[src/stop_ctl_pkg.sv]
// constants, types and operation summary of the stop-mode controller
// Operation
// - any stop depth stops the clocks of every peripheral module
// - debug-in-halt keeps debug clocks running, peripheral clocks still stop
// - clock-halt depth keeps every pin exactly as before stop
// - ram-kept depth captures and latches every pin before stop acts
// - full power-down depth drives every pin to its reset state
// - clock-halt depth keeps all ram and register contents
// - ram-kept wake resets registers, keeps ram, pins held until release
// - full power-down wake resets registers, ram lost, start as reset
// - clock-halt: clock generator standby, oscillator/reference by keep bits, unless debug enabled
// - deeper depths: clock generator fully off whatever the keep bits
// - timer, serial, two-wire halt in stop, reset after deeper wake
// - converter standby without conversions, reset after deeper wake
// - clock-halt depth: enabled keypad pins still wake the device
// - keypad wake disabled in deeper depths, reset after their wake
// - regulator standby in stop unless undervolt watch or debug enabled
// - deeper depth requested with debug enabled enters clock-halt depth
// - deeper depth requested with undervolt watch enters clock-halt depth
// - ram-kept wake sets recovery flag until release bit written one
// - clock-halt wake by interrupt resumes via vector, not reset
package stop_ctl_pkg;
    localparam int ADDR_W = 4;
    localparam int DATA_W = 8;
    localparam int PIN_W = 8;
    localparam int KBI_W = 4;
    localparam int SYNC_W = 7;
    localparam int CTRL_W = 7;
    localparam int WAKE_W = 5;
    localparam int MODE_W = 3;
    localparam int CNT_W = 3;
    localparam logic [3:0] CTRL_ADDR = 4'h0;
    localparam logic [3:0] STAT_ADDR = 4'h4;
    localparam logic [3:0] WAKE_ADDR = 4'h8;
    localparam logic [1:0] DEPTH_FULL = 2'h1;
    localparam logic [1:0] DEPTH_RAM = 2'h2;
    localparam logic [1:0] DEPTH_LIGHT = 2'h3;
    localparam int STAT_FLAG_BIT = 0;
    localparam int STAT_LOST_BIT = 1;
    localparam int STAT_MODE_LSB = 4;
    localparam int WR_RELEASE_BIT = 0;
    localparam int WR_LOST_CLR_BIT = 1;
    localparam int SYNC_RTI = 0;
    localparam int SYNC_IRQ_N = 1;
    localparam int SYNC_RST_N = 2;
    localparam int SYNC_KBI_LSB = 3;
    localparam logic [SYNC_W-1:0] SYNC_RST = 7'h7E;
    localparam int CLK_PERIOD_NS = 20;
    localparam int WAKE_RST_NS = 80;
    localparam int WAKE_RST_CYC =
        (WAKE_RST_NS + CLK_PERIOD_NS - 1) / CLK_PERIOD_NS;
    localparam logic [CNT_W-1:0] WAKE_RST_LOAD = CNT_W'(WAKE_RST_CYC - 1);
    localparam logic [MODE_W-1:0] MODE_RUN = 3'h0;
    localparam logic [MODE_W-1:0] MODE_FULL = 3'h1;
    localparam logic [MODE_W-1:0] MODE_RAM = 3'h2;
    localparam logic [MODE_W-1:0] MODE_LIGHT = 3'h3;
    localparam logic [MODE_W-1:0] MODE_WAKE = 3'h4;
    typedef struct packed {
        logic kbi_en;
        logic keep_ref;
        logic keep_osc;
        logic uv_watch;
        logic dbg_en;
        logic [1:0] depth;
    } ctrl_type;
    localparam ctrl_type CTRL_RST = 7'h03;
    typedef struct packed {
        logic [PIN_W-1:0] out;
        logic [PIN_W-1:0] oe;
    } pin_type;
    localparam pin_type PIN_RST = 16'h0000;
    typedef struct packed {
        logic standby;
        logic off;
        logic osc_run;
        logic ref_run;
    } clkgen_type;
    localparam clkgen_type CLKGEN_RST = 4'h3;
    typedef struct packed {
        logic timer;
        logic serial;
        logic two_wire;
        logic analog;
        logic keypad;
    } periph_rst_type;
    typedef struct packed {
        logic debug;
        logic reset;
        logic keypad_wake_interrupt;
        logic irq;
        logic rti;
    } wake_src_type;
    typedef enum logic [2:0] {
        st_run, st_halt_light, st_halt_ram, st_halt_full, st_wake_rst
    } ctl_state_type;
endpackage : stop_ctl_pkg

[src/sync_bank.sv]
// two-flop synchroniser bank for the asynchronous wake pins
`timescale 1ns/1ps
module sync_bank (
    input wire logic clk,
    input wire logic nrst,
    input wire logic [stop_ctl_pkg::SYNC_W-1:0] din,
    output logic [stop_ctl_pkg::SYNC_W-1:0] dout
);
    typedef struct packed {
        logic [stop_ctl_pkg::SYNC_W-1:0] s1;
        logic [stop_ctl_pkg::SYNC_W-1:0] s2;
    } sync_state_type;
    localparam sync_state_type SYNC_STATE_RST = '{
        s1: stop_ctl_pkg::SYNC_RST,
        s2: stop_ctl_pkg::SYNC_RST
    };
    sync_state_type r;
    sync_state_type n;
    always_comb begin
        n = r;
        // first stage is read by the second stage only
        n.s1 = din;
        n.s2 = r.s1;
    end
    always_ff @(posedge clk or negedge nrst) begin
        if (!nrst) begin
            r <= SYNC_STATE_RST;
        end else begin
            r <= n;
        end
    end
    assign dout = r.s2;
endmodule : sync_bank

[src/pin_hold.sv]
// pin drive stage: pass, capture-and-hold or force to reset state
`timescale 1ns/1ps
module pin_hold (
    input wire logic clk,
    input wire logic nrst,
    input wire stop_ctl_pkg::pin_type core,
    input wire logic capture,
    input wire logic hold,
    input wire logic force_default,
    output stop_ctl_pkg::pin_type pins
);
    typedef struct packed {
        stop_ctl_pkg::pin_type latch;
        stop_ctl_pkg::pin_type drive;
    } hold_state_type;
    localparam hold_state_type HOLD_RST = '{
        latch: stop_ctl_pkg::PIN_RST,
        drive: stop_ctl_pkg::PIN_RST
    };
    hold_state_type r;
    hold_state_type n;
    always_comb begin
        n = r;
        if (capture) begin
            n.latch = core;
        end
        if (force_default) begin
            n.drive = stop_ctl_pkg::PIN_RST;
        end else if (hold) begin
            // capture cycle drives the fresh value so no glitch appears
            n.drive = capture ? core : r.latch;
        end else begin
            n.drive = core;
        end
    end
    always_ff @(posedge clk or negedge nrst) begin
        if (!nrst) begin
            r <= HOLD_RST;
        end else begin
            r <= n;
        end
    end
    assign pins = r.drive;
endmodule : pin_hold

[src/stop_ctl.sv]
// stop-depth controller: gating, pin hold, clock and reset control
`timescale 1ns/1ps
module stop_ctl (
    input wire logic clk,
    input wire logic nrst,
    input wire logic [stop_ctl_pkg::ADDR_W-1:0] addr,
    input wire logic [stop_ctl_pkg::DATA_W-1:0] wdata,
    input wire logic wr_en,
    input wire logic rd_en,
    output logic [stop_ctl_pkg::DATA_W-1:0] rdata,
    input wire logic stop_exec,
    input wire logic bdm_wake,
    input wire logic rti_wake,
    input wire logic irq_pin_n,
    input wire logic reset_pin_n,
    input wire logic [stop_ctl_pkg::KBI_W-1:0] kbi_pin_n,
    input wire stop_ctl_pkg::pin_type core_pins,
    output stop_ctl_pkg::pin_type pins,
    output logic periph_clk_en,
    output logic debug_clk_en,
    output logic regulator_standby,
    output stop_ctl_pkg::clkgen_type clkgen_ctl,
    output logic analog_standby,
    output logic keypad_wake_armed,
    output logic ram_retain,
    output stop_ctl_pkg::periph_rst_type periph_rst,
    output logic sys_reset,
    output logic irq_resume,
    output logic in_stop,
    output logic deep_wake_recovery_flag
);

    ////////////////////////////////////////////////////////////////////
    // state

    typedef struct packed {
        stop_ctl_pkg::ctl_state_type st;
        stop_ctl_pkg::ctrl_type ctrl;
        stop_ctl_pkg::wake_src_type wake_src;
        logic dbg_lat;
        logic uv_lat;
        logic flag;
        logic ram_lost;
        logic hold;
        logic [stop_ctl_pkg::CNT_W-1:0] cnt;
        logic [stop_ctl_pkg::DATA_W-1:0] rdata;
        logic periph_clk_en;
        logic debug_clk_en;
        logic reg_standby;
        stop_ctl_pkg::clkgen_type clkgen;
        logic analog_standby;
        logic keypad_armed;
        logic ram_retain;
        stop_ctl_pkg::periph_rst_type prst;
        logic sys_reset;
        logic irq_resume;
        logic in_stop;
    } ctl_reg_type;

    localparam ctl_reg_type CTL_RST = '{
        st: stop_ctl_pkg::st_run,
        ctrl: stop_ctl_pkg::CTRL_RST,
        clkgen: stop_ctl_pkg::CLKGEN_RST,
        periph_clk_en: 1'b1,
        debug_clk_en: 1'b1,
        ram_retain: 1'b1,
        default: '0
    };

    ctl_reg_type r;
    ctl_reg_type n;

    logic [stop_ctl_pkg::SYNC_W-1:0] sync_q;
    logic s_rti;
    logic s_irq_n;
    logic s_rst_n;
    logic kbi_low;
    logic light_wake;
    logic deep_ram_wake;
    logic deep_full_wake;
    logic wr_ctrl;
    logic wr_stat;
    logic wr_wake;
    logic pin_capture;
    logic pin_hold_lvl;
    logic pin_force;

    ////////////////////////////////////////////////////////////////////
    // decoding helpers

    function automatic logic [1:0] eff_depth(
        input logic [1:0] req,
        input logic dbg,
        input logic uv
    );
        logic deep;
        deep = (req == stop_ctl_pkg::DEPTH_FULL) ||
               (req == stop_ctl_pkg::DEPTH_RAM);
        if (deep && dbg) begin
            eff_depth = stop_ctl_pkg::DEPTH_LIGHT;
        end else if (deep && uv) begin
            eff_depth = stop_ctl_pkg::DEPTH_LIGHT;
        end else if (deep) begin
            eff_depth = req;
        end else begin
            // the unused code falls back to the safest depth
            eff_depth = stop_ctl_pkg::DEPTH_LIGHT;
        end
    endfunction : eff_depth

    function automatic logic is_halt(
        input stop_ctl_pkg::ctl_state_type s
    );
        is_halt = (s == stop_ctl_pkg::st_halt_light) ||
                  (s == stop_ctl_pkg::st_halt_ram) ||
                  (s == stop_ctl_pkg::st_halt_full);
    endfunction : is_halt

    function automatic logic is_deep(
        input stop_ctl_pkg::ctl_state_type s
    );
        is_deep = (s == stop_ctl_pkg::st_halt_ram) ||
                  (s == stop_ctl_pkg::st_halt_full);
    endfunction : is_deep

    function automatic logic [stop_ctl_pkg::MODE_W-1:0] mode_code(
        input stop_ctl_pkg::ctl_state_type s
    );
        case (s)
            stop_ctl_pkg::st_halt_full: mode_code = stop_ctl_pkg::MODE_FULL;
            stop_ctl_pkg::st_halt_ram: mode_code = stop_ctl_pkg::MODE_RAM;
            stop_ctl_pkg::st_halt_light: mode_code = stop_ctl_pkg::MODE_LIGHT;
            stop_ctl_pkg::st_wake_rst: mode_code = stop_ctl_pkg::MODE_WAKE;
            default: mode_code = stop_ctl_pkg::MODE_RUN;
        endcase
    endfunction : mode_code

    ////////////////////////////////////////////////////////////////////
    // wake pins

    sync_bank u_sync (
        .clk(clk),
        .nrst(nrst),
        .din({kbi_pin_n, reset_pin_n, irq_pin_n, rti_wake}),
        .dout(sync_q)
    );

    assign s_rti = sync_q[stop_ctl_pkg::SYNC_RTI];
    assign s_irq_n = sync_q[stop_ctl_pkg::SYNC_IRQ_N];
    assign s_rst_n = sync_q[stop_ctl_pkg::SYNC_RST_N];
    assign kbi_low = ~&sync_q[stop_ctl_pkg::SYNC_KBI_LSB +:
                              stop_ctl_pkg::KBI_W];

    // keypad pins wake only the light depth and only when armed
    assign light_wake = !s_irq_n || s_rti ||
                        (kbi_low && r.ctrl.kbi_en) ||
                        (bdm_wake && r.dbg_lat);
    assign deep_ram_wake = !s_rst_n || !s_irq_n || s_rti;
    assign deep_full_wake = !s_rst_n || !s_irq_n;

    ////////////////////////////////////////////////////////////////////
    // register port decode

    assign wr_ctrl = wr_en && (addr == stop_ctl_pkg::CTRL_ADDR);
    assign wr_stat = wr_en && (addr == stop_ctl_pkg::STAT_ADDR);
    assign wr_wake = wr_en && (addr == stop_ctl_pkg::WAKE_ADDR);

    ////////////////////////////////////////////////////////////////////
    // next state

    always_comb begin
        logic [stop_ctl_pkg::DATA_W-1:0] rd;
        logic [1:0] depth;
        rd = '0;
        depth = stop_ctl_pkg::DEPTH_LIGHT;
        n = r;
        n.irq_resume = 1'b0;

        // software writes come first so hardware sets win below
        if (wr_ctrl) begin
            n.ctrl = stop_ctl_pkg::ctrl_type'(
                wdata[stop_ctl_pkg::CTRL_W-1:0]);
        end
        if (wr_stat && wdata[stop_ctl_pkg::WR_RELEASE_BIT]) begin
            n.flag = 1'b0;
            n.hold = 1'b0;
        end
        if (wr_stat && wdata[stop_ctl_pkg::WR_LOST_CLR_BIT]) begin
            n.ram_lost = 1'b0;
        end
        if (wr_wake) begin
            n.wake_src = r.wake_src &
                ~stop_ctl_pkg::wake_src_type'(
                    wdata[stop_ctl_pkg::WAKE_W-1:0]);
        end

        if (rd_en) begin
            case (addr)
                stop_ctl_pkg::CTRL_ADDR: begin
                    rd[stop_ctl_pkg::CTRL_W-1:0] = r.ctrl;
                end
                stop_ctl_pkg::STAT_ADDR: begin
                    rd[stop_ctl_pkg::STAT_FLAG_BIT] = r.flag;
                    rd[stop_ctl_pkg::STAT_LOST_BIT] = r.ram_lost;
                    rd[stop_ctl_pkg::STAT_MODE_LSB +:
                       stop_ctl_pkg::MODE_W] = mode_code(r.st);
                end
                stop_ctl_pkg::WAKE_ADDR: begin
                    rd[stop_ctl_pkg::WAKE_W-1:0] = r.wake_src;
                end
                default: begin
                    rd = '0;
                end
            endcase
        end
        // read data lives for exactly one cycle
        n.rdata = rd;

        case (r.st)
            stop_ctl_pkg::st_run: begin
                if (stop_exec) begin
                    // depth and overrides frozen at the stop instruction
                    n.dbg_lat = r.ctrl.dbg_en;
                    n.uv_lat = r.ctrl.uv_watch;
                    depth = eff_depth(r.ctrl.depth, r.ctrl.dbg_en,
                                      r.ctrl.uv_watch);
                    case (depth)
                        stop_ctl_pkg::DEPTH_FULL: begin
                            n.st = stop_ctl_pkg::st_halt_full;
                        end
                        stop_ctl_pkg::DEPTH_RAM: begin
                            n.st = stop_ctl_pkg::st_halt_ram;
                            n.hold = 1'b1;
                        end
                        default: begin
                            n.st = stop_ctl_pkg::st_halt_light;
                        end
                    endcase
                end
            end
            stop_ctl_pkg::st_halt_light: begin
                if (!s_rst_n) begin
                    n.st = stop_ctl_pkg::st_wake_rst;
                    n.cnt = stop_ctl_pkg::WAKE_RST_LOAD;
                    n.wake_src.reset = 1'b1;
                end else if (light_wake) begin
                    // registers kept, so resume through the vector
                    n.st = stop_ctl_pkg::st_run;
                    n.irq_resume = 1'b1;
                    n.wake_src.irq = n.wake_src.irq | !s_irq_n;
                    n.wake_src.rti = n.wake_src.rti | s_rti;
                    n.wake_src.keypad_wake_interrupt = n.wake_src.keypad_wake_interrupt |
                                     (kbi_low && r.ctrl.kbi_en);
                    n.wake_src.debug = n.wake_src.debug |
                                       (bdm_wake && r.dbg_lat);
                end
            end
            stop_ctl_pkg::st_halt_ram: begin
                if (deep_ram_wake) begin
                    n.st = stop_ctl_pkg::st_wake_rst;
                    n.cnt = stop_ctl_pkg::WAKE_RST_LOAD;
                    n.flag = 1'b1;
                    n.wake_src.reset = n.wake_src.reset | !s_rst_n;
                    n.wake_src.irq = n.wake_src.irq | !s_irq_n;
                    n.wake_src.rti = n.wake_src.rti | s_rti;
                end
            end
            stop_ctl_pkg::st_halt_full: begin
                if (deep_full_wake) begin
                    n.st = stop_ctl_pkg::st_wake_rst;
                    n.cnt = stop_ctl_pkg::WAKE_RST_LOAD;
                    n.ram_lost = 1'b1;
                    n.wake_src.reset = n.wake_src.reset | !s_rst_n;
                    n.wake_src.irq = n.wake_src.irq | !s_irq_n;
                end
            end
            stop_ctl_pkg::st_wake_rst: begin
                // control register returns to reset; flags survive
                n.ctrl = stop_ctl_pkg::CTRL_RST;
                n.dbg_lat = 1'b0;
                n.uv_lat = 1'b0;
                if (r.cnt == '0) begin
                    n.st = stop_ctl_pkg::st_run;
                end else begin
                    n.cnt = r.cnt - 1'b1;
                end
            end
            default: begin
                n.st = stop_ctl_pkg::st_run;
            end
        endcase

        // outputs follow the next state, so they act on the same edge
        n.in_stop = is_halt(n.st);
        n.periph_clk_en = !is_halt(n.st);
        n.debug_clk_en = !is_halt(n.st) || n.dbg_lat;
        n.reg_standby = is_halt(n.st) &&
                        !(n.dbg_lat || n.uv_lat);

        n.clkgen.standby = (n.st == stop_ctl_pkg::st_halt_light) &&
                           !n.dbg_lat;
        n.clkgen.off = is_deep(n.st);
        if (!is_halt(n.st)) begin
            n.clkgen.osc_run = 1'b1;
            n.clkgen.ref_run = 1'b1;
        end else if (n.st == stop_ctl_pkg::st_halt_light) begin
            // debug keeps the generator fully active
            n.clkgen.osc_run = n.ctrl.keep_osc || n.dbg_lat;
            n.clkgen.ref_run = n.ctrl.keep_ref || n.dbg_lat;
        end else begin
            n.clkgen.osc_run = 1'b0;
            n.clkgen.ref_run = 1'b0;
        end

        // standby also blocks any conversion start
        n.analog_standby = is_halt(n.st);
        n.keypad_armed = n.ctrl.kbi_en && !is_deep(n.st) &&
                         (n.st != stop_ctl_pkg::st_wake_rst);
        n.ram_retain = (n.st != stop_ctl_pkg::st_halt_full);

        n.sys_reset = (n.st == stop_ctl_pkg::st_wake_rst);
        n.prst.timer = n.sys_reset;
        n.prst.serial = n.sys_reset;
        n.prst.two_wire = n.sys_reset;
        n.prst.analog = n.sys_reset;
        n.prst.keypad = n.sys_reset;
    end

    ////////////////////////////////////////////////////////////////////
    // pin stage

    // the light depth holds too: port logic may not be fully frozen
    assign pin_capture = (r.st == stop_ctl_pkg::st_run) &&
                         ((n.st == stop_ctl_pkg::st_halt_ram) ||
                          (n.st == stop_ctl_pkg::st_halt_light));
    assign pin_hold_lvl = n.hold ||
                          (n.st == stop_ctl_pkg::st_halt_light);
    assign pin_force = (n.st == stop_ctl_pkg::st_halt_full);

    pin_hold u_pins (
        .clk(clk),
        .nrst(nrst),
        .core(core_pins),
        .capture(pin_capture),
        .hold(pin_hold_lvl),
        .force_default(pin_force),
        .pins(pins)
    );

    ////////////////////////////////////////////////////////////////////
    // registers

    always_ff @(posedge clk or negedge nrst) begin
        if (!nrst) begin
            r <= CTL_RST;
        end else begin
            r <= n;
        end
    end

    assign rdata = r.rdata;
    assign periph_clk_en = r.periph_clk_en;
    assign debug_clk_en = r.debug_clk_en;
    assign regulator_standby = r.reg_standby;
    assign clkgen_ctl = r.clkgen;
    assign analog_standby = r.analog_standby;
    assign keypad_wake_armed = r.keypad_armed;
    assign ram_retain = r.ram_retain;
    assign periph_rst = r.prst;
    assign sys_reset = r.sys_reset;
    assign irq_resume = r.irq_resume;
    assign in_stop = r.in_stop;
    assign deep_wake_recovery_flag = r.flag;

endmodule : stop_ctl

[config.mk]
export PLATFORM = sky130hd
export DESIGN_NAME = stop_ctl
export DESIGN_NICKNAME = d
export VERILOG_FILES = /design/src/stop_ctl_pkg.sv /design/src/sync_bank.sv /design/src/pin_hold.sv /design/src/stop_ctl.sv
export SDC_FILE = /design/constraint.sdc
export NUM_CORES = 1
export LEC_CHECK = 0
export ABC_AREA = 1
export BUFFER_PORTS_ARGS = -buffer_cell sky130_fd_sc_hd__buf_2
export CORE_MARGIN = 1
export CORE_UTILIZATION = 36
export CTS_CLUSTER_SIZE = 20
export DETAILED_ROUTE_END_ITERATION = 10
export PLACE_DENSITY_LB_ADDON = 0.08
export SYNTH_ARGS = -nofsm -noshare
export SYNTH_HDL_FRONTEND = slang
export SYNTH_SLANG_ARGS = --single-unit
[constraint.sdc]
create_clock -name clk -period 4.7 [get_ports clk]
set_clock_uncertainty 0.1 [all_clocks]
set_input_delay 0.94 -clock clk [delete_from_list [all_inputs] [get_ports clk]]
set_output_delay 0.94 -clock clk [all_outputs]
set_load 0.02 [all_outputs]
==> results of run 1 <==
cell type report:
cell class | instances | area [um2] | share of cell area (%)
flip-flops and latches | 88 | 2230 | 46.5
multi-input cells | 235 | 1360 | 28.5
clock inverters | 5 | 80.1 | 1.67
clock buffers | 11 | 243 | 5.08
repair buffers | 82 | 415 | 8.69
well taps | 143 | 179 | 3.74
inverters | 74 | 278 | 5.81
report_power, final:
part	switching (mW)	internal, mW	leakage [nW]
clock	0.288	0.479	0.152
sequential	0.114	1.02	1.06
combinational	0.907	0.410	1.30
total	1.31	1.91	2.51
state kept, by name, summed over array words and instances, names as in the netlist:
name,flops
r,22
u_pins.pins,16
u_pins.r,16
rdata,7
u_sync.dout,7
u_sync.n,7
clkgen_ctl,4
debug_clk_en,1
deep_wake_recovery_flag,1
in_stop,1
irq_resume,1
keypad_wake_armed,1
periph_clk_en,1
ram_retain,1
regulator_standby,1
sys_reset,1
kinds of logic after synthesis:
kind of cell	after synthesis	share of synthesized area, %
compound gates	54	7.32
xor+xnor	1	0.208
fa+ha+maj	6	1.79
buf+inv	116	14.7
flops	88	52.9
other cells	1	0.0892
simple gates	173	23.0
Yosys cell counts, types with 5 or more instances:
| cell | n | area [um2] |
|---|---|---|
| o21ai_0 | 24 | 120 |
| inv_1 | 70 | 263 |
| o21ai_1 | 5 | 25.0 |
| nand3_2 | 13 | 130 |
| a21oi_1 | 11 | 55.1 |
| nand3_1 | 29 | 145 |
| nand2_1 | 83 | 312 |
| dfrtp_1 | 69 | 1730 |
| dfstp_2 | 19 | 499 |
| buf_4 | 35 | 263 |
| ha_1 | 6 | 75.1 |
| nor2_1 | 17 | 63.8 |
| nand2_4 | 12 | 135 |
| nand2_2 | 6 | 37.5 |
per-layer routing:
layer	up-vias	routed length, um	GRT usage, %
met4	0	180	7.71
li1	1439	-	-
met2	64	3700	21.7
met1	1347	4000	20.6
met3	12	344	3.12
met5	-	0	0
worst paths after layout:
check / to / slack, ns / cells after the start / from
max: u_pins.pins[8] / 1.74 / 19 / r[39]
min: u_sync.dout[0] / 0.25 / 0 / u_sync.n[0]
max reg2reg: u_pins.pins[8] / 1.74 / 19 / r[39]
min reg2reg: u_sync.dout[0] / 0.25 / 0 / u_sync.n[0]
max in group asynchronous: u_sync.dout[6] / 3.00 / 2 / nrst
min in group asynchronous: u_pins.pins[9] / 0.60 / 1 / nrst
worst max-delay path: cells and delay by family, from the launching register on:
kind	cells	cell delay, ns
fa+ha+maj	2	0.59
simple gates	13	1.39
buf+inv	4	0.21
flops	1	0.53
through the flow:
stage	hold WS (ns)	area, um2
after floorplan	0.231	4210
after global placement	0.243	4460
after detailed placement	0.239	4460
after CTS	0.253	4780
after global routing	0.255	4780
final	0.250	4780
==> reports/metrics.cfg, run 1 <==
[place]
port_buffers=81
post-place-ws_ns=1.75
hpwl_um=5790
gp_congestion=0.847
dp_cells=622

[status]
status=completed

[power_and_ir_drop]
total_power_mw=3.22
powerDensity_mw_per_mm2=674
ir_drop_mv=0.247
total_leakage_power_nw=2.51

[detailed_routing]
viasPerCell=4.49
drc=0
ant_nets=0
vias=2862
firstDrtPassIters=4
drtIter0Drc=119
wirelength_um=8220
drt-wirelength-per-cell_um=12.9

[worst_hold_path]
min-delay-path-class=reg -> reg

[critical_path]
worst-path-max-fanout=17
critical_path_class=reg -> reg
path_cells=inv_1 > ha_1 > nor2_1 > inv_1 > nand2_1 > nor2_1 > ha_1 > nand2_1 > inv_1 > nor2_1 > nand2_2 > nand3_4 > nand3_2 > nand2_8 > nand2_8 > nand2_1 > nand3_1 > nand2_1 > inv_1
endpoint_kind=flip-flop
cp.arrival_ns=3.09
crit_slowest_cell=dfstp_2
slowest_delay_ns=0.53
start_kind=flip-flop
crit_required_ns=4.83

[die]
fp.dieW_um=110
rows=39
design.die.area_mm2=0.0121
chipHeight_um=110
coreArea_mm2=0.0114
boundaryPins=84
initial_core_util_pct=36.8

[sta]
setup_tns_ns=0
setup_viol=0
fin_crit_ns=2.96
hold_viol=0
worst_slack_ns=1.74
tightest_slew_ns=0.842
fin_crit_sh_pct=63.0
relSlewSlack_pct=43.8
fmax_ghz=0.338
rsz0062_at_grt=false
slew_viol_final=0

[finish]
post-route-util_pct=41.9
drive_above_1_share_pct=32.5
final_common_cell=nand2_1
synthToLayoutAreaGrowth_pct=13.7
final_cells=638
diodes=0
layout_common_cells=nand2_1 (83), buf_2 (80), inv_1 (70)
fin_nets=537
fillers=1176

[yosys]
ys_async_sr_fraction_pct=100
yosys_most_used_dff=dfrtp_1
synth_area_mm2=0.00421
synth_cells=439
synth_cell_types=36
ys_seq_elements=88
ys_warn_count=0
synthesis.nets=486
postSynthAreaPerCell_um2=9.58
synth-edff-count=0
ys_seq_area_share_pct=52.9

[clock_network]
clkLatencyLatePin_ns=0.34
clkSlewWorstSetupHoldPaths_ns=0.06
cts_sinks=88
htree_num_levels=3
cts_hold_buf=0
cts_tree=done
cts_setup_buffers=0
clk_path_buf_depth=2
clock-root-buffer=clkbuf_16
cts_resized=0
cts_inserted_buffers=9

[grt]
antenna_found_initial=0
grt-ovfl-total=0
grt_pass1_vias=2655
track_usage_pct=14.9
grt_pass1_wl_um=13200
grt_max_degree=67

[job]
drv_cap=0

(Power assumes the default switching activity.)
==> inputs of run 2 (changes only) <==
==> constraint.sdc (replaced) <==
create_clock -name clk -period 2.9 [get_ports clk]
set_clock_uncertainty 0.1 [all_clocks]
set_input_delay 0.58 -clock clk [delete_from_list [all_inputs] [get_ports clk]]
set_output_delay 0.58 -clock clk [all_outputs]
set_load 0.02 [all_outputs]
==> run 2 against run 1 <==
Compared with the run above: register-to-register slack got worse by 1.5 ns; routed wire length up 3.0%; worst setup slack got worse by 1.5 ns; sequential cell count unchanged; sequential share of layout area fell by 1.8 points; combinational power is 80% higher; die area is the same; fmax increased by 11%; global-route usage up 0.55 points; sequential power rose by 62%; power grew 70%; non-clock buffer count rose by 12; largest cell class unchanged; largest power group unchanged.
==> reports/metrics.cfg, run 2 (synthesis gave the netlist of run 1 again) <==
[status]
status=completed

[grt]
grt_pass1_wl_um=13700
grt_max_degree=47
gr-usage-met1_pct=21.0
grt_pass1_vias=2705
use_met3_pct=4.64
track_usage_pct=15.4
grt-ovfl-total=0
antenna_found_initial=0
grt-busiest-layer=met2
use_met2_pct=22.9

[detailed_routing]
firstDrtPassIters=4
wirelength_um=8460
ant_nets=0
viasPerCell=4.45
drtIter0Drc=99
drc=0
vias=2901
drt-wirelength-per-cell_um=13.0

[clock_network]
clk_path_buf_depth=2
cts_sinks=88
clock-root-buffer=clkbuf_16
clkLatencyLatePin_ns=0.34
cts_tree=done
clkSlewWorstSetupHoldPaths_ns=0.06
cts_inserted_buffers=9
cts_hold_buf=0
htree_num_levels=3

[sta]
fin_crit_ns=2.68
hold_viol=0
slew_viol_final=0
setup_viol=0
worst_slack_ns=0.222
tightest_slew_ns=0.585
rsz0062_at_grt=false
fin_crit_sh_pct=92.3
relSlewSlack_pct=61.0
fmax_ghz=0.373

[place]
post-place-ws_ns=-0.0473
gp_congestion=0.815
dp_cells=631
port_buffers=81
hpwl_um=5900

[power_and_ir_drop]
powerDensity_mw_per_mm2=1100
total_power_mw=5.47
total_leakage_power_nw=2.60
ir_drop_mv=0.555

[finish]
synthToLayoutAreaGrowth_pct=18.4
final_common_cell=nand2_1
post-route-util_pct=43.6
final_cells=652
regMostFlops=r
fillers=1170
largest_reg_flops=22
layout_common_cells=nand2_1 (82), buf_2 (80), inv_1 (69), dfrtp_1 (69), nand3_1 (27)
fin_nets=551
diodes=0
drive_above_1_share_pct=35.8

[die]
fp.dieW_um=110
design.die.area_mm2=0.0121
boundaryPins=84
initial_core_util_pct=36.8
chipHeight_um=110
coreArea_mm2=0.0114
rows=39

[critical_path]
endpoint_kind=flip-flop
cp.arrival_ns=2.82
start_kind=flip-flop
worstRegToRegCells=18
worst-path-max-fanout=10
critical_path_class=reg -> reg
crit_required_ns=3.04

[job]
drv_cap=0

[worst_hold_path]
min-delay-path-class=in -> async

[run 2: cell count changes in the layout (fill, tap and decap cells not counted), sizes merged]
cell,delta
buf,+12
nand2,+2
[run 2: repair_timing]
item / CTS / global route
endpoints found under the setup margin: 16 / 26
endpoints found under the hold margin: 0 / 0
pin swaps: 0 / 6
cloned: 0 / 2
resized for setup: 1 / 13
buffers inserted: 0 / 3
[run 2: critical path, stage by stage, from the launching register on]
cell and delay, ns:
dfstp_2 0.54, inv_2 0.06, ha_4 0.26, nor2_1 0.05, nand3b_1 0.19, ha_1 0.29, nand2_1 0.06, inv_1 0.04
nor2_2 0.08, nand2_2 0.08, nand3_4 0.10, inv_2 0.07, nand2_8 0.10, nand2_8 0.10, buf_12 0.16, nand3_1 0.08
nand3_1 0.08, nand2_1 0.07, inv_1 0.04
[run 2: per-layer routing]
metal,vias up,wire [um],part of all wire [%]
met3,10,401,4.7
li1,1468,-,-
met4,0,130,1.5
met2,63,3790,45
met5,-,0,0
met1,1360,4140,49
[run 2: stage by stage]
step           hold WS [ns]  instance area, um2  setup TNS [ns]
6_report              0.142                4980               0
5_1_grt               0.187                4980               0
4_1_cts               0.161                4880               0
3_5_place_dp          0.247                4550          -0.184
3_3_place_gp          0.241                4550          -0.195
2_1_floorplan         0.184                4210               0
[run 2: worst paths after layout]
check | from | to | slack (ns)
setup / recovery | r[39] | u_pins.pins[15] | 0.22
hold / removal | nrst | u_pins.pins[10] | 0.14
setup reg to reg | r[39] | u_pins.pins[15] | 0.22
hold reg to reg | u_sync.n[1] | u_sync.dout[1] | 0.25
max in group asynchronous | nrst | u_sync.dout[2] | 1.85
min in group clk | kbi_pin_n[3] | u_sync.n[6] | 0.23
[run 2: power by group]
group / leakage (nW) / switching, mW / total, mW / internal (mW)
Clock: 0.152 / 0.475 / 1.25 / 0.777
Sequential: 1.06 / 0.191 / 1.85 / 1.66
Combinational: 1.39 / 1.55 / 2.37 / 0.817
[run 2: layout make-up]
cell class                 instances  area (um2)  share of cell area (%)
clock buffer                      11         243                    4.87
clock inverter                     5        80.1                    1.61
inverter                          74         278                    5.58
multi-input combinational        237        1440                    29.0
sequential                        88        2230                    44.7
tap                              143         179                    3.59
timing repair buffer              94         531                    10.7
